<file path="config.mk">
export PLATFORM = sky130hd
export DESIGN_NAME = mqrps_read_port
export DESIGN_NICKNAME = d
export VERILOG_FILES = /design/src/verilog/mqrps_pkg.sv /design/src/verilog/mqrps_read_port.sv /design/src/verilog/mqrps_skid_buf.sv
export SDC_FILE = /design/constraint.sdc
export NUM_CORES = 1
export LEC_CHECK = 0
export BUFFER_PORTS_ARGS = -buffer_cell sky130_fd_sc_hd__buf_2
export CORE_AREA = 4 4 172 174
export DETAILED_ROUTE_END_ITERATION = 16
export DIE_AREA = 0 0 176 178
export SLEW_MARGIN = 20
export SYNTH_ARGS = -nofsm -noshare
export SYNTH_HDL_FRONTEND = slang
export SYNTH_SLANG_ARGS = --single-unit
</file>
<file path="constraint.sdc">
create_clock -name mclk -period 5.7 [get_ports mclk]
set_input_delay 0.285 -clock mclk [delete_from_list [all_inputs] [get_ports mclk]]
set_output_delay 0.285 -clock mclk [all_outputs]
set_load 0.05 [all_outputs]
</file>
<file path="src/verilog/mqrps_pkg.sv">
// Shared constants and types of the multi-queue read-port select block
package mqrps_pkg;

    // Data and address widths
    localparam int DATA_W        = 36;
    localparam int ADDR_W        = 8;
    localparam int NUM_Q         = 32;
    localparam int BUF_DEPTH     = 2;

    // Read address bus field layout
    localparam int QIDX_LSB      = 0;
    localparam int QIDX_W        = 5;
    localparam int DEV_LSB       = 5;
    localparam int DEV_W         = 3;
    localparam int STAT_LSB      = 0;
    localparam int STAT_IDX_W    = 4;

    // Status word bus
    localparam int NUM_STAT      = 16;
    localparam int STAT_W        = 8;

    // Read clock
    localparam int CLK_PERIOD_NS = 40;

    // Reset values
    localparam logic [QIDX_W-1:0]     QIDX_RST  = 5'h00;
    localparam logic [STAT_IDX_W-1:0] STAT_RST  = 4'h0;
    localparam logic [STAT_IDX_W-1:0] STAT_LAST = 4'hf;
    localparam logic [DATA_W-1:0]     DATA_RST  = 36'h000000000;
    localparam logic [STAT_W-1:0]     WORD_RST  = 8'h00;

    // Queue change sequence, Gray coded
    typedef enum logic [1:0] {
        SEL_IDLE  = 2'b00,
        SEL_WAIT1 = 2'b01,
        SEL_WAIT2 = 2'b11
    } mqrps_sel_state_t;

endpackage

</file>
<file path="src/verilog/mqrps_read_port.sv">
// Read-port queue and status word selection of a multi-queue buffer
//
// Operation
// - Read enable edge outputs next queue word
// - Strobed status select picks direct status word
// - Polled mode steps status bus, sync marks start
// - Flag outputs registered on the read clock
// - Expansion pins timed on the read clock
// - Chip select and enables gate bus drive
// - Chip select ignored during master reset
// - Low five address bits pick queue
// - Upper three bits must match device id
// - Selection edge may still output old word
// - New queue word appears two edges later
// - Status selection uses low four bits only
// - Status strobe edge captures status address
// - Fall-through selection independent of read enable
// - Status bus needs no read enable
// - Data driven only with output enable, selection
`timescale 1ns/1ps
`default_nettype none
module mqrps_read_port #(
    parameter int DATA_W = mqrps_pkg::DATA_W,
    parameter int NUM_Q  = mqrps_pkg::NUM_Q
) (
    input  wire logic                                             mclk,
    input  wire logic                                             rst,
    input  wire logic                                             fallThroughMode,
    input  wire logic                                             polledFlagMode,
    input  wire logic                                             mrstActive,
    input  wire logic [mqrps_pkg::DEV_W-1:0]                      deviceId,
    input  wire logic                                             rdEnN,
    input  wire logic                                             rdChipSelN,
    input  wire logic                                             outEnN,
    input  wire logic [mqrps_pkg::ADDR_W-1:0]                     rdAddrBus,
    input  wire logic                                             rdAddrStrobe,
    input  wire logic                                             statusSelStrobe,
    input  wire logic                                             srcValid,
    input  wire logic [DATA_W-1:0]                                srcData,
    output logic                                                  srcReady,
    output logic [mqrps_pkg::QIDX_W-1:0]                          srcQueue,
    input  wire logic [NUM_Q-1:0]                                 qAlmostEmpty,
    input  wire logic [NUM_Q-1:0]                                 qPacketReady,
    input  wire logic [mqrps_pkg::NUM_STAT*mqrps_pkg::STAT_W-1:0] aeStatusWords,
    input  wire logic [mqrps_pkg::NUM_STAT*mqrps_pkg::STAT_W-1:0] prStatusWords,
    input  wire logic                                             expansionIn,
    output logic [DATA_W-1:0]                                     dataOut,
    output logic                                                  dataDriveN,
    output logic                                                  outputReadyFlag,
    output logic                                                  almostEmptyFlag,
    output logic                                                  packetReadyFlag,
    output logic [mqrps_pkg::STAT_W-1:0]                          queueAlmostEmptyBus,
    output logic [mqrps_pkg::STAT_W-1:0]                          packetReadyBus,
    output logic                                                  statusSync,
    output logic                                                  expansionOut
);
    import mqrps_pkg::*;

    mqrps_sel_state_t        selState_q;
    mqrps_sel_state_t        selState_d;
    logic [QIDX_W-1:0]       selQ_q;
    logic                    qSelected_q;
    logic [STAT_IDX_W-1:0]   statIdx_q;
    logic [DATA_W-1:0]       dataOut_q;
    logic                    outValid_q;
    logic                    dataDriveN_q;
    logic                    almostEmpty_q;
    logic                    packetReady_q;
    logic [STAT_W-1:0]       aeBus_q;
    logic [STAT_W-1:0]       prBus_q;
    logic                    statusSync_q;
    logic                    expOut_q;
    logic                    expIn_q;
    logic                    devMatch;
    logic                    selCapture;
    logic                    statCapture;
    logic                    readAllowed;
    logic                    forceLoad;
    logic                    outPop;
    logic                    bufValid;
    logic [DATA_W-1:0]       bufData;

    function automatic logic [STAT_W-1:0] pickWord(
        input logic [NUM_STAT*STAT_W-1:0] words,
        input logic [STAT_IDX_W-1:0]      idx
    );
        return words[idx*STAT_W +: STAT_W];
    endfunction

    // Strobe decode; the address strobe wins if both arrive
    assign devMatch    = (rdAddrBus[DEV_LSB +: DEV_W] == deviceId);
    assign selCapture  = rdAddrStrobe && !mrstActive;
    assign statCapture = statusSelStrobe && !rdAddrStrobe && !mrstActive
                         && !polledFlagMode && devMatch;

    // Read and fall-through loading of the output register
    assign readAllowed = !rdEnN && !rdChipSelN && !mrstActive && qSelected_q;
    assign forceLoad   = fallThroughMode && !mrstActive && qSelected_q
                         && ((selState_q == SEL_WAIT2) || !outValid_q);
    assign outPop      = bufValid && (readAllowed || forceLoad);

    mqrps_skid_buf #(
        .W     (DATA_W),
        .DEPTH (BUF_DEPTH)
    ) u_buf (
        .clk      (mclk),
        .rst      (rst),
        .flush    (selCapture),
        .inValid  (srcValid),
        .inData   (srcData),
        .inReady  (srcReady),
        .outValid (bufValid),
        .outData  (bufData),
        .outReady (outPop)
    );

    // Queue selection holds until the next strobed edge
    always_ff @(posedge mclk or posedge rst) begin
        if (rst) begin
            selQ_q      <= QIDX_RST;
            qSelected_q <= 1'b0;
        end else if (selCapture) begin
            selQ_q      <= rdAddrBus[QIDX_LSB +: QIDX_W];
            qSelected_q <= devMatch;
        end
    end

    always_comb begin
        case (selState_q)
            SEL_IDLE:  selState_d = SEL_IDLE;
            SEL_WAIT1: selState_d = SEL_WAIT2;
            SEL_WAIT2: selState_d = SEL_IDLE;
            default:   selState_d = SEL_IDLE;
        endcase
        if (selCapture && devMatch) begin
            selState_d = SEL_WAIT1;
        end
    end

    always_ff @(posedge mclk or posedge rst) begin
        if (rst) begin
            selState_q <= SEL_IDLE;
        end else begin
            selState_q <= selState_d;
        end
    end

    // Output register; the old queue may still be read on the select edge
    always_ff @(posedge mclk or posedge rst) begin
        if (rst) begin
            dataOut_q  <= DATA_RST;
            outValid_q <= 1'b0;
        end else if (outPop) begin
            dataOut_q  <= bufData;
            outValid_q <= 1'b1;
        end else if (readAllowed) begin
            outValid_q <= 1'b0;
        end
    end

    // Bus drive enable, low while driving
    always_ff @(posedge mclk or posedge rst) begin
        if (rst) begin
            dataDriveN_q <= 1'b1;
        end else begin
            dataDriveN_q <= outEnN || rdChipSelN || mrstActive || !qSelected_q;
        end
    end

    // Flags of the selected queue
    always_ff @(posedge mclk or posedge rst) begin
        if (rst) begin
            almostEmpty_q <= 1'b0;
            packetReady_q <= 1'b0;
        end else begin
            almostEmpty_q <= qAlmostEmpty[selQ_q];
            packetReady_q <= qPacketReady[selQ_q];
        end
    end

    // Status word index: direct capture or polled stepping, no read enable
    always_ff @(posedge mclk or posedge rst) begin
        if (rst) begin
            statIdx_q <= STAT_RST;
        end else if (polledFlagMode) begin
            if (expIn_q) begin
                statIdx_q <= statIdx_q + 1'b1;
            end
        end else if (statCapture) begin
            statIdx_q <= rdAddrBus[STAT_LSB +: STAT_IDX_W];
        end
    end

    always_ff @(posedge mclk or posedge rst) begin
        if (rst) begin
            aeBus_q      <= WORD_RST;
            prBus_q      <= WORD_RST;
            statusSync_q <= 1'b0;
        end else begin
            aeBus_q      <= pickWord(aeStatusWords, statIdx_q);
            prBus_q      <= pickWord(prStatusWords, statIdx_q);
            statusSync_q <= polledFlagMode && (statIdx_q == STAT_RST);
        end
    end

    // Expansion: token in enables polling, token out on the last word
    always_ff @(posedge mclk or posedge rst) begin
        if (rst) begin
            expIn_q  <= 1'b0;
            expOut_q <= 1'b0;
        end else begin
            expIn_q  <= expansionIn;
            expOut_q <= polledFlagMode && expIn_q && (statIdx_q == STAT_LAST);
        end
    end

    assign srcQueue            = selQ_q;
    assign dataOut             = dataOut_q;
    assign dataDriveN          = dataDriveN_q;
    assign outputReadyFlag     = outValid_q;
    assign almostEmptyFlag     = almostEmpty_q;
    assign packetReadyFlag     = packetReady_q;
    assign queueAlmostEmptyBus = aeBus_q;
    assign packetReadyBus      = prBus_q;
    assign statusSync          = statusSync_q;
    assign expansionOut        = expOut_q;
endmodule
`default_nettype wire

</file>
<file path="src/verilog/mqrps_skid_buf.sv">
// Two-entry valid/ready buffer between queue memory and the output register
`timescale 1ns/1ps
`default_nettype none
module mqrps_skid_buf #(
    parameter int W     = mqrps_pkg::DATA_W,
    parameter int DEPTH = mqrps_pkg::BUF_DEPTH
) (
    input  wire logic         clk,
    input  wire logic         rst,
    input  wire logic         flush,
    input  wire logic         inValid,
    input  wire logic [W-1:0] inData,
    output logic              inReady,
    output logic              outValid,
    output logic [W-1:0]      outData,
    input  wire logic         outReady
);
    import mqrps_pkg::*;

    localparam int PW = (DEPTH > 1) ? $clog2(DEPTH) : 1;
    localparam int CW = $clog2(DEPTH + 1);

    logic [W-1:0]  mem [DEPTH];
    logic [PW-1:0] wrPtr_q;
    logic [PW-1:0] rdPtr_q;
    logic [CW-1:0] cnt_q;
    logic [CW-1:0] cnt_d;
    logic          inReady_q;
    logic          push;
    logic          pop;

    function automatic logic [PW-1:0] nextPtr(input logic [PW-1:0] p);
        return (p == PW'(DEPTH - 1)) ? '0 : p + 1'b1;
    endfunction

    // A flush drops stale words of the previous queue
    assign push     = inValid && inReady_q && !flush;
    assign pop      = outValid && outReady && !flush;
    assign inReady  = inReady_q;
    assign outValid = (cnt_q != '0);
    assign outData  = mem[rdPtr_q];

    always_comb begin
        if (flush) begin
            cnt_d = '0;
        end else begin
            cnt_d = cnt_q + CW'(push) - CW'(pop);
        end
    end

    always_ff @(posedge clk or posedge rst) begin
        if (rst) begin
            cnt_q     <= '0;
            inReady_q <= 1'b0;
        end else begin
            cnt_q     <= cnt_d;
            inReady_q <= (cnt_d != CW'(DEPTH));
        end
    end

    always_ff @(posedge clk or posedge rst) begin
        if (rst) begin
            wrPtr_q <= '0;
            rdPtr_q <= '0;
        end else if (flush) begin
            wrPtr_q <= '0;
            rdPtr_q <= '0;
        end else begin
            if (push) begin
                wrPtr_q <= nextPtr(wrPtr_q);
            end
            if (pop) begin
                rdPtr_q <= nextPtr(rdPtr_q);
            end
        end
    end

    always_ff @(posedge clk) begin
        if (push) begin
            mem[wrPtr_q] <= inData;
        end
    end

endmodule
`default_nettype wire

</file>
==> qor.csv, run 1 <==
stage;metric;value;unit
outcome;result of the run;complete, no violations;
finish;final standard cell utilization of the core;39.6;%
timing;pin slew with the least headroom to its limit;1080;ps
placed_design;weighted congestion reported at the end of routability-driven placement;0.936;
clocking;CTS tree;done;
yosys;dominant cells by area after synthesis;sky130_fd_sc_hd__edfxtp_1, sky130_fd_sc_hd__dfrtp_1, sky130_fd_sc_hd__mux4_2, sky130_fd_sc_hd__mux2i_1, sky130_fd_sc_hd__o21ai_1;
clocking;CTS Buf Count;17;
finish;area overhead of the layout relative to synthesis;41.2;%
global_route;global-route wire length before repair;41400;um
yosys;sequential area share after synthesis;52.3;%
clocking;clock insertion delay at the later pin of the skew report;410;ps
power;maximum ir drop on the vdd rail;0.189;mV
timing;number of failing setup endpoints in the final timing report;0;
critical_path;Data required, critical path;5990;ps
finish;fraction of layout cells with a size suffix above 1;59.4;%
worst_hold_path;hold_sp;srcData[12];
routing;Post-route DRC;0;
floorplanning;Core Region;27800;sq um
routing;average via count per standard cell;4.79;
floorplanning;Die Area;31300;sq um
critical_path;critical path's slowest cell;sky130_fd_sc_hd__dfrtp_4;
worst_hold_path;type of the most critical hold path;in -> reg;
timing;final setup skew;9.76;ps
yosys;flop and latch count out of synthesis;148;
clocking;# Post-CTS Setup Buffers;0;
timing;accumulated negative setup slack;0;ps
timing;Slew Limit Headroom;28.0;%
timing;highest achievable clock rate;0.367;GHz
clocking;sink count of the clock tree;148;
finish;FF/Latch Area;4070;sq um
power;leakage power;4.95;nW
routing;routed wire length;29100;um
timing;post-route minimum period;2720;ps
yosys;Syn Area/Cell;15.2;sq um
clocking;clock root cell;sky130_fd_sc_hd__clkbuf_16;
floorplanning;effective utilization at floorplan;28.0;%
critical_path;cell chain of the critical path;buf_4 > mux4_1 > mux4_2;
timing;Slew Limit Fails;0;
yosys;number of warning messages in the yosys log;0;
global_route;largest net degree at the start of global routing;75;
floorplanning;number of standard-cell rows in the floorplan;61;
yosys;dominant register cell in the synthesized netlist;sky130_fd_sc_hd__dfrtp_1;
routing;Iteration-0 DRC Markers;305;
run;max-capacitance violation count;0;
routing;total via count after detailed routing;6418;
placed_design;number of buffers inserted by port buffering;442;
yosys;cell taking the most area after synthesis;sky130_fd_sc_hd__edfxtp_1;
global_route;number of antenna violations at the first check in global routing;15;
clocking;# H-tree levels;4;
critical_path;kind of start point of the critical path;register;
yosys;share of synthesized registers carrying an async set or reset;51.4;%
timing;final count of hold timing violations;0;
global_route;GRT Resource Usage Total;18.0;%
yosys;Yosys top cell area share;27.8;%
clocking;# resized after CTS;0;
critical_path;depth of the most critical reg-to-reg path;3;
finish;filler instances;2744;
global_route;total congestion overflow after global routing;0;
critical_path;r2r endpoint;queueAlmostEmptyBus[4];
power;total power divided by cell area;438;nW/um^2
floorplanning;Die Y;178;um
routing;Antenna Violating Nets Remaining;0;
floorplanning;die outline width;176;um
critical_path;r2r startpoint;statIdx_q[0];
global_route;number of global-route vias before repair;6822;
timing;portion of the clock cycle consumed by the worst path in the final layout;47.8;%
critical_path;critical path capture point type;register;
placed_design;number of cells in the design after placement;1301;
critical_path;data arrival time at the worst-slack endpoint;3010;ps
worst_hold_path;Hold Path End;u_buf.mem[1][12];
yosys;ranking of synthesized cells by instance count;sky130_fd_sc_hd__dfrtp_1, sky130_fd_sc_hd__mux4_2, sky130_fd_sc_hd__edfxtp_1;
yosys;count of unique library cells instantiated by Yosys;42;
clocking;clock-pin slew reported for the worst setup and hold paths after clock tree synthesis;70;ps
worst_hold_path;Worst Hold Depth;1;
yosys;Post-Syn Nets;896;
routing;final routed wire length divided by cell count;21.7;um
critical_path;class of the most critical setup path;reg -> reg;
floorplanning;I/O pin count;443;
critical_path;peak fanout along the critical path;35;
finish;layout net count;1327;
yosys;Post-synth EDFFs;72;
yosys;cell count after synthesis;513;
clocking;clock tree buffer depth;2;
yosys;Netlist Area Pre-Place;7780;sq um
clocking;hold-fix buffer count after cts;2;
finish;area taken by multi-input logic gates;3480;sq um
timing;RSZ-0062 raised after global routing;false;
placed_design;total half-perimeter wirelength after legalization and detailed placement;23600;um
finish;number of standard cells in the final layout excluding fillers;1341;
timing;final-layout worst hold slack;66.8;ps
critical_path;delay of the slowest cell on the worst path;810;ps
routing;number of detailed-route iterations in the first pass;4;
critical_path;setup slack of the most critical reg-to-reg path;2980;ps
## metrics by stage
step                      cell area, sq um  power [mW]  setup slack [ps]
after floorplan                       7780        3.11              1920
after global placement               10300        3.68              2980
after detailed placement             10300        3.71              2920
after CTS                            11000        4.89              2910
after global routing                 11000        5.06              2770
final                                11000        4.82              2980
## cell usage in the layout, fill, tap and decap left out, drive strengths merged, types with 2 or more instances in the layout
cell type,netlist,routed
buf,21,450
mux4,80,80
dfrtp,75,75
edfxtp,72,72
mux2i,68,68
nand2,46,46
o21ai,39,39
clkbuf,19,18
inv,12,18
a22oi,14,14
nor2,7,7
diode,0,6
nor2b,5,5
a21oi,5,5
mux2,5,5
clkinv,0,5
xnor2,4,4
nand4,4,4
ha,4,4
nor3,4,4
xor2,3,3
a31oi,3,3
or3,2,2
nand4b,2,2
and4b,2,2
o311ai,2,2
nor3b,2,2
o221a,2,2
bufinv,0,2
dlygate4sd3,0,2
o22ai,2,2
and2,2,2
## metal layers
layer	GRT usage, %	share of wire [%]	vias up
li1	-	-	2900
met1	20.3	35	3182
met2	32.2	53	264
met3	5.62	8.6	54
met4	6.47	3.2	18
met5	0	0.38	-
## cells by family (layout without fill, tap and decap cells)
family / count (synthesis) / count (layout) / share of synthesized area [%]
AO/OA/AOI/OAI: 70 / 70 / 5.39
XOR/XNOR: 7 / 7 / 0.788
adder cells (fa/ha/maj): 4 / 4 / 0.643
buffers and inverters: 52 / 496 / 3.30
flip-flops: 148 / 148 / 52.3
multiplexers: 153 / 153 / 32.9
other: 0 / 6 / 0
AND/OR/NAND/NOR: 79 / 79 / 4.76
## worst max-delay path by stage
stage | startpoint | endpoint | slack [ps] | cells after the start
4_1_cts | statIdx_q[0] | queueAlmostEmptyBus[4] | 2910 | 3
3_3_place_gp | statIdx_q[0] | queueAlmostEmptyBus[2] | 2980 | 3
6_report | statIdx_q[0] | queueAlmostEmptyBus[4] | 2980 | 3
3_5_place_dp | statIdx_q[0] | queueAlmostEmptyBus[4] | 2920 | 3
2_1_floorplan | rdAddrStrobe | u_buf.mem[0][0] | 1920 | 4
5_1_grt | statIdx_q[0] | queueAlmostEmptyBus[4] | 2770 | 3
## final cells by class
| type | instances | area share (%) |
|---|---|---|
| Timing Repair Buffer | 452 | 20.9 |
| Tap cell | 378 | 4.30 |
| Inverter | 12 | 0.421 |
| Clock buffer | 18 | 4.10 |
| Sequential cell | 148 | 37.1 |
| Multi-Input combinational cell | 313 | 31.7 |
| Clock inverter | 14 | 1.47 |
| Antenna cell | 6 | 0.137 |
## critical path, delay by kind of cell (launching register included)
| kind | cells | cell delay (ps) |
|---|---|---|
| buffers and inverters | 1 | 630 |
| flip-flops | 1 | 810 |
| multiplexers | 2 | 1090 |
## registers in the layout, summed over array words and instances, names as in the netlist, 2 cells and up
signal / cells
u_buf.mem: 72
dataOut: 36
packetReadyBus: 8
queueAlmostEmptyBus: 8
srcQueue: 5
statIdx_q: 4
selState_q: 2
u_buf.cnt_q: 2
## power by group
part	switching, mW	internal, mW	leakage (nW)
logic	1.30	0.683	3.05
clock network	0.481	0.685	0.301
registers	0.205	1.46	1.60
total	1.99	2.83	4.95
(Power assumes the default switching activity.)
==> inputs of run 2 (changes only) <==
--- a/config.mk
+++ b/config.mk
@@ -5,10 +5,11 @@
 export SDC_FILE = /design/constraint.sdc
 export NUM_CORES = 1
 export LEC_CHECK = 0
+export ABC_AREA = 1
 export BUFFER_PORTS_ARGS = -buffer_cell sky130_fd_sc_hd__buf_2
-export CORE_AREA = 4 4 172 174
+export CORE_AREA = 4 4 168 170
 export DETAILED_ROUTE_END_ITERATION = 16
-export DIE_AREA = 0 0 176 178
+export DIE_AREA = 0 0 172 174
 export SLEW_MARGIN = 20
 export SYNTH_ARGS = -nofsm -noshare
 export SYNTH_HDL_FRONTEND = slang
==> constraint.sdc (replaced) <==
create_clock -name mclk -period 2.4 [get_ports mclk]
set_input_delay 0.12 -clock mclk [delete_from_list [all_inputs] [get_ports mclk]]
set_output_delay 0.12 -clock mclk [all_outputs]
set_load 0.05 [all_outputs]
==> qor.csv, run 2 <==
stage;metric;value;unit
timing;post-route minimum period;1780;ps
timing;final setup skew;12.4;ps
placed_design;number of buffers inserted by port buffering;442;
critical_path;kind of start point of the critical path;register;
routing;number of detailed-route iterations in the first pass;5;
routing;average via count per standard cell;5.02;
timing;pin slew with the least headroom to its limit;744;ps
global_route;global-route wire length before repair;49300;um
clocking;hold-fix buffer count after cts;47;
routing;Iteration-0 DRC Markers;575;
yosys;Post-synth EDFFs;72;
timing;RSZ-0062 raised after global routing;false;
floorplanning;die outline width;172;um
timing;highest achievable clock rate;0.561;GHz
yosys;share of the synthesized area in compound gates (AO/OA/AOI/OAI);16.3;%
yosys;share of synthesized registers carrying an async set or reset;51.4;%
clocking;clock tree buffer depth;2;
global_route;total congestion overflow after global routing;0;
power;maximum ir drop on the vdd rail;0.371;mV
clocking;# Post-CTS Setup Buffers;0;
yosys;Post-Syn Nets;1353;
global_route;largest net degree at the start of global routing;115;
floorplanning;Core Region;26700;sq um
routing;total via count after detailed routing;8949;
timing;final count of hold timing violations;0;
power;leakage power;5.41;nW
placed_design;weighted congestion reported at the end of routability-driven placement;0.965;
timing;number of failing setup endpoints in the final timing report;0;
yosys;dominant cells by area after synthesis;sky130_fd_sc_hd__edfxtp_1, sky130_fd_sc_hd__dfrtp_1, sky130_fd_sc_hd__nand2_1, sky130_fd_sc_hd__nor2_1, sky130_fd_sc_hd__o21ai_0;
critical_path;critical path capture point type;register;
clocking;CTS tree;done;
yosys;simple-gate portion of the synthesized area;21.7;%
finish;most used cells in the layout excluding fill and tap cells;sky130_fd_sc_hd__buf_2, sky130_fd_sc_hd__nand2_1, sky130_fd_sc_hd__nor2_1;
finish;fraction of layout cells with a size suffix above 1;35.5;%
finish;max reg flops;72;
outcome;result of the run;complete, no violations;
floorplanning;effective utilization at floorplan;30.2;%
clocking;sink count of the clock tree;148;
yosys;sequential area share after synthesis;50.3;%
floorplanning;number of standard-cell rows in the floorplan;60;
placed_design;dpl cell area;10600;sq um
placed_design;total half-perimeter wirelength after legalization and detailed placement;26300;um
finish;register with the most flip-flops;u_buf.mem;
yosys;Syn Area/Cell;8.33;sq um
yosys;main combinational cell family by area after synthesis;simple AND/OR/NAND/NOR gates;
power;total power divided by cell area;945;nW/um^2
global_route;number of global-route vias before repair;8605;
routing;Antenna Violating Nets Remaining;0;
routing;Post-route DRC;0;
timing;Slew Limit Fails;0;
finish;commonest non-fill, non-tap cell in the layout;sky130_fd_sc_hd__buf_2;
yosys;count of unique library cells instantiated by Yosys;23;
clocking;# H-tree levels;4;
critical_path;class of the most critical setup path;reg -> reg;
finish;summed area of non-filler cells in the final layout;11600;sq um
timing;Slew Limit Headroom;50.4;%
yosys;cell count after synthesis;970;
yosys;adder-cell share of the synthesized area;0.620;%
critical_path;data arrival time at the worst-slack endpoint;2130;ps
clocking;CTS Buf Count;17;
finish;layout net count;1810;
yosys;multiplexer area fraction after synthesis;4.46;%
yosys;dominant register cell in the synthesized netlist;sky130_fd_sc_hd__dfrtp_1;
finish;area overhead of the layout relative to synthesis;43.9;%
yosys;top-count cell post-synth;sky130_fd_sc_hd__nand2_1;
worst_hold_path;type of the most critical hold path;in -> reg;
clocking;clock-pin slew reported for the worst setup and hold paths after clock tree synthesis;70;ps
routing;final routed wire length divided by cell count;19.0;um
yosys;xor-xnor portion of the synthesized cell area;0.759;%
timing;accumulated negative setup slack;0;ps
yosys;cell taking the most area after synthesis;sky130_fd_sc_hd__edfxtp_1;
critical_path;depth of the most critical reg-to-reg path;7;
clocking;clock root cell;sky130_fd_sc_hd__clkbuf_16;
yosys;ranking of synthesized cells by instance count;sky130_fd_sc_hd__nand2_1, sky130_fd_sc_hd__nor2_1, sky130_fd_sc_hd__o21ai_0;
global_route;GRT Resource Usage Total;21.4;%
yosys;number of warning messages in the yosys log;0;
clocking;clock insertion delay at the later pin of the skew report;420;ps
yosys;flop and latch count out of synthesis;148;
yosys;Yosys top cell area share;26.8;%
power;power consumption;11.0;mW
critical_path;peak fanout along the critical path;77;
critical_path;Data required, critical path;2750;ps
clocking;# resized after CTS;0;
routing;routed wire length;33900;um
floorplanning;Die Y;174;um
run;max-capacitance violation count;0;
worst_hold_path;Worst Hold Depth;5;
global_route;number of antenna violations at the first check in global routing;2;
floorplanning;I/O pin count;443;
timing;portion of the clock cycle consumed by the worst path in the final layout;74.3;%
yosys;Netlist Area Pre-Place;8080;sq um
floorplanning;Die Area;29900;sq um
run 2: changes by cell type in the layout (fill, tap and decap cells not counted), sizes merged, moves of 8 or more:
| cell | previous run | this run |
|---|---|---|
| nand3 | 1 | 54 |
| nand4 | 4 | 18 |
| a22oi | 14 | 0 |
| buf | 450 | 461 |
| mux4 | 80 | 0 |
| nand2 | 46 | 221 |
| dlygate4sd3 | 2 | 47 |
| inv | 18 | 26 |
| mux2i | 68 | 36 |
| o22ai | 2 | 64 |
| o21ai | 39 | 181 |
| nor2 | 7 | 142 |
run 2: worst paths after layout:
check                      slack (ps)                      to    startpoint
setup / recovery                  620       packetReadyBus[6]  statIdx_q[0]
hold / removal                     30         outputReadyFlag         rdEnN
setup reg to reg                  620       packetReadyBus[6]  statIdx_q[0]
hold reg to reg                   490             dataOut[34]   dataOut[34]
max in group asynchronous        1480           u_buf.rdPtr_q           rst
min in group asynchronous         230  queueAlmostEmptyBus[7]           rst
run 2: cell families (layout without fill, tap and decap cells):
family | after synthesis | count (layout)
AND/OR/NAND/NOR | 436 | 436
multiplexers | 36 | 36
other | 0 | 2
XOR/XNOR | 7 | 7
AO/OA/AOI/OAI | 246 | 246
buffers and inverters | 93 | 563
adder cells (fa/ha/maj) | 4 | 4
flip-flops | 148 | 148
run 2: layout make-up:
| type | instances | area [sq um] |
|---|---|---|
| Fill cell | 2688 | 15100 |
| Sequential cell | 148 | 4070 |
| Multi-Input combinational cell | 729 | 3560 |
| Timing Repair Buffer | 508 | 2900 |
| Tap cell | 341 | 427 |
| Clock buffer | 17 | 425 |
| Clock inverter | 15 | 151 |
| Inverter | 23 | 88.8 |
| Antenna cell | 2 | 5.00 |
run 2: through the flow:
| step | instances | hold WS, ps | util, % | setup slack, ps |
|---|---|---|---|---|
| after floorplan | 970 | 151 | - | 40.7 |
| after global placement | 1702 | 101 | 39.6 | 674 |
| after detailed placement | 1702 | 106 | 39.6 | 665 |
| after CTS | 1781 | 12.6 | 43.5 | 646 |
| after global routing | 1783 | 58.5 | 43.5 | 514 |
| final | 1783 | 34.6 | 43.5 | 618 |
run 2: power breakdown:
part | total, mW | internal, mW | switching (mW)
Clock | 2.58 | 1.46 | 1.12
Combinational | 4.70 | 1.35 | 3.35
Sequential | 3.71 | 3.37 | 0.339
run 2: critical path, cell delays in order, from the launching register on:
cell,delay (ps)
sky130_fd_sc_hd__dfrtp_4,490
sky130_fd_sc_hd__clkinv_2,90
sky130_fd_sc_hd__buf_12,240
sky130_fd_sc_hd__buf_4,280
sky130_fd_sc_hd__nor2_1,60
sky130_fd_sc_hd__o22ai_1,300
sky130_fd_sc_hd__nand2_1,80
sky130_fd_sc_hd__nand4_1,100
run 2: layer usage:
metal / track usage, % / up-vias / part of all wire, %
met5: 0 / - / 0
met4: 6.94 / 0 / 3.2
met3: 4.46 / 62 / 7.6
met2: 36.4 / 449 / 49
met1: 27.0 / 4155 / 40
li1: - / 4283 / -
==> inputs of run 3 (changes only) <==
--- a/config.mk
+++ b/config.mk
@@ -7,9 +7,9 @@
 export LEC_CHECK = 0
 export ABC_AREA = 1
 export BUFFER_PORTS_ARGS = -buffer_cell sky130_fd_sc_hd__buf_2
-export CORE_AREA = 4 4 168 170
+export CORE_AREA = 4 4 170 172
 export DETAILED_ROUTE_END_ITERATION = 16
-export DIE_AREA = 0 0 172 174
+export DIE_AREA = 0 0 174 176
 export SLEW_MARGIN = 20
 export SYNTH_ARGS = -nofsm -noshare
 export SYNTH_HDL_FRONTEND = slang
==> constraint.sdc (replaced) <==
create_clock -name mclk -period 1.8 [get_ports mclk]
set_input_delay 0.09 -clock mclk [delete_from_list [all_inputs] [get_ports mclk]]
set_output_delay 0.09 -clock mclk [all_outputs]
set_load 0.05 [all_outputs]
==> qor.csv, run 3 (synthesis gave the netlist of run 2 again) <==
stage;metric;value;unit
power;Psw;6.63;mW
power;Sw Share;44.4;%
critical_path;cell chain of the critical path;dlygate4sd3_1 > buf_2 > nor2_2 > nand3_1 > o21ai_2 > nand2_2 > nor2_2 > ha_1 > inv_1 > ha_2 > xor2_1 > nor2_1 > nand2_1;
routing;total via count after detailed routing;8934;
routing;Post-route DRC;0;
critical_path;depth of the most critical reg-to-reg path;11;
timing;pin slew with the least headroom to its limit;533;ps
critical_path;delay of the slowest cell on the worst path;530;ps
routing;Antenna Violating Nets Remaining;0;
global_route;global-route wire length before repair;51900;um
timing;post-route minimum period;1710;ps
routing;Iteration-0 DRC Markers;455;
placed_design;number of buffers inserted by port buffering;442;
clocking;CTS Buf Count;17;
global_route;number of antenna violations at the first check in global routing;1;
finish;layout net count;1828;
critical_path;peak fanout along the critical path;2;
clocking;clock root cell;sky130_fd_sc_hd__clkbuf_16;
clocking;clock tree buffer depth;2;
critical_path;setup slack of the most critical reg-to-reg path;90;ps
power;Clock Power Share;22.8;%
finish;filler instances;2824;
power;Cell Int Power;8.29;mW
routing;routed wire length;35100;um
global_route;GRT Resource Usage Total;21.8;%
finish;fraction of layout cells with a size suffix above 1;36.9;%
outcome;result of the run;complete, no violations;
power;sequential fraction of design power;32.9;%
critical_path;critical path's slowest cell;sky130_fd_sc_hd__dlygate4sd3_1;
floorplanning;number of standard-cell rows in the floorplan;61;
timing;RSZ-0062 raised after global routing;true;
finish;FF/Latch Area;4070;sq um
finish;register with the most flip-flops;u_buf.mem;
power;maximum ir drop on the vdd rail;0.648;mV
placed_design;total half-perimeter wirelength after legalization and detailed placement;27200;um
clocking;sink count of the clock tree;148;
floorplanning;Core Region;27500;sq um
worst_hold_path;type of the most critical hold path;in -> reg;
clocking;clock insertion delay at the later pin of the skew report;420;ps
timing;number of failing setup endpoints in the final timing report;0;
finish;max reg flops;72;
critical_path;CP most frequent cell;sky130_fd_sc_hd__nor2_2;
finish;most used cells in the layout excluding fill and tap cells;sky130_fd_sc_hd__buf_2, sky130_fd_sc_hd__nand2_1, sky130_fd_sc_hd__nor2_1;
power;leakage power;5.52;nW
timing;portion of the clock cycle consumed by the worst path in the final layout;95.0;%
timing;Final Worst Setup Slack;89.9;ps
clocking;CTS tree;done;
routing;number of detailed-route iterations in the first pass;5;
finish;commonest non-fill, non-tap cell in the layout;sky130_fd_sc_hd__buf_2;
finish;area overhead of the layout relative to synthesis;46.8;%
placed_design;weighted congestion reported at the end of routability-driven placement;0.952;
critical_path;Data required, critical path;2100;ps
floorplanning;Die Y;176;um
timing;Slew Limit Fails;0;
power;power consumption;14.9;mW
timing;Slew Limit Headroom;64.4;%
clocking;# H-tree levels;4;
floorplanning;I/O pin count;443;
placed_design;post-placement worst setup slack;95.6;ps
global_route;total congestion overflow after global routing;0;
power;total power divided by cell area;1260;nW/um^2
critical_path;critical path startpoint;rdEnN;
finish;area taken by multi-input logic gates;3570;sq um
critical_path;critical path capture point type;register;
floorplanning;effective utilization at floorplan;29.4;%
global_route;number of global-route vias before repair;8936;
critical_path;kind of start point of the critical path;primary input;
routing;average via count per standard cell;4.95;
floorplanning;die outline width;174;um
critical_path;r2r startpoint;outputReadyFlag;
critical_path;r2r endpoint;u_buf.inReady;
critical_path;data arrival time at the worst-slack endpoint;2010;ps
timing;highest achievable clock rate;0.585;GHz
clocking;clock-pin slew reported for the worst setup and hold paths after clock tree synthesis;70;ps
timing;final setup skew;12.2;ps
run;max-capacitance violation count;0;
power;combinational cell fraction of total power;44.3;%
routing;final routed wire length divided by cell count;19.4;um
critical_path;CP endpoint;u_buf.inReady;
timing;final count of hold timing violations;0;
critical_path;class of the most critical setup path;in -> reg;
floorplanning;Die Area;30600;sq um
global_route;largest net degree at the start of global routing;88;
[run 3: cell count changes in the layout (fill, tap and decap cells not counted), sizes merged, moves of 2 or more]
cell	before	now
inv	26	30
buf	461	477
clkinvlp	3	1
dlygate4sd3	47	49
[run 3: worst min-delay path by stage]
stage	startpoint	depth (start not counted)	end	slack, ps
finish	srcValid	4	u_buf.wrPtr_q	60
global route	srcValid	4	u_buf.wrPtr_q	80
CTS	srcValid	4	u_buf.wrPtr_q	40
detailed placement	rst	2	expIn_q	180
global placement	rst	2	expIn_q	180
floorplan	expansionIn	0	expIn_q	120
[run 3: per-stage QoR]
step | cells | setup TNS, ps | cell area, sq um | util, % | hold slack, ps
after global routing | 1805 | -44.6 | 11900 | 43.2 | 82.6
after CTS | 1802 | 0 | 11800 | 43.0 | 39.3
final | 1805 | 0 | 11900 | 43.2 | 57.5
after floorplan | 970 | -1810 | 8110 | - | 121
after global placement | 1721 | 0 | 10800 | 39.2 | 179
after detailed placement | 1721 | 0 | 10800 | 39.2 | 179
[run 3: worst max-delay path, delay by kind of cell]
kind                       cells  cell delay (ps)
xor gates and xnor gates       1               60
buffers and inverters          3              730
adders and majority gates      2              400
and+or+nand+nor                6              640
AOI/OAI and AO/OA              1               90
[run 3: final cells by class]
cell class,count,share of cell area (%)
Sequential cell,148,34.3
Clock inverter,15,1.18
Inverter,23,0.781
Timing Repair Buffer,526,26.3
Multi-Input combinational cell,729,30.1
Tap cell,346,3.65
Antenna cell,1,0.0211
Clock buffer,17,3.59
[run 3: power by group through the flow]
stage          registers (mW)  logic, mW  clock network [mW]
5_1_grt                  4.99       7.11                3.64
3_5_place_dp             4.96       6.52                   0
4_1_cts                  4.90       6.62                3.51
3_3_place_gp             4.94       6.48                   0
6_report                 4.91       6.61                3.41
2_1_floorplan            6.74       2.42                   0
[run 3: per-layer routing]
layer	vias to the layer above	track usage (%)	share of wire, %
met5	-	0	0
met4	0	7.69	3.2
met3	59	4.60	6.5
met2	400	37.6	49
met1	4162	27.3	42
li1	4313	-	-
[run 3: what timing repair did]
item / 4_1_cts / 5_1_grt
setup endpoints to repair: 0 / 5
hold buffers: 49 / 0
hold endpoints to repair: 98 / 0
buffers inserted: 0 / 2
gates resized for setup: 0 / 7
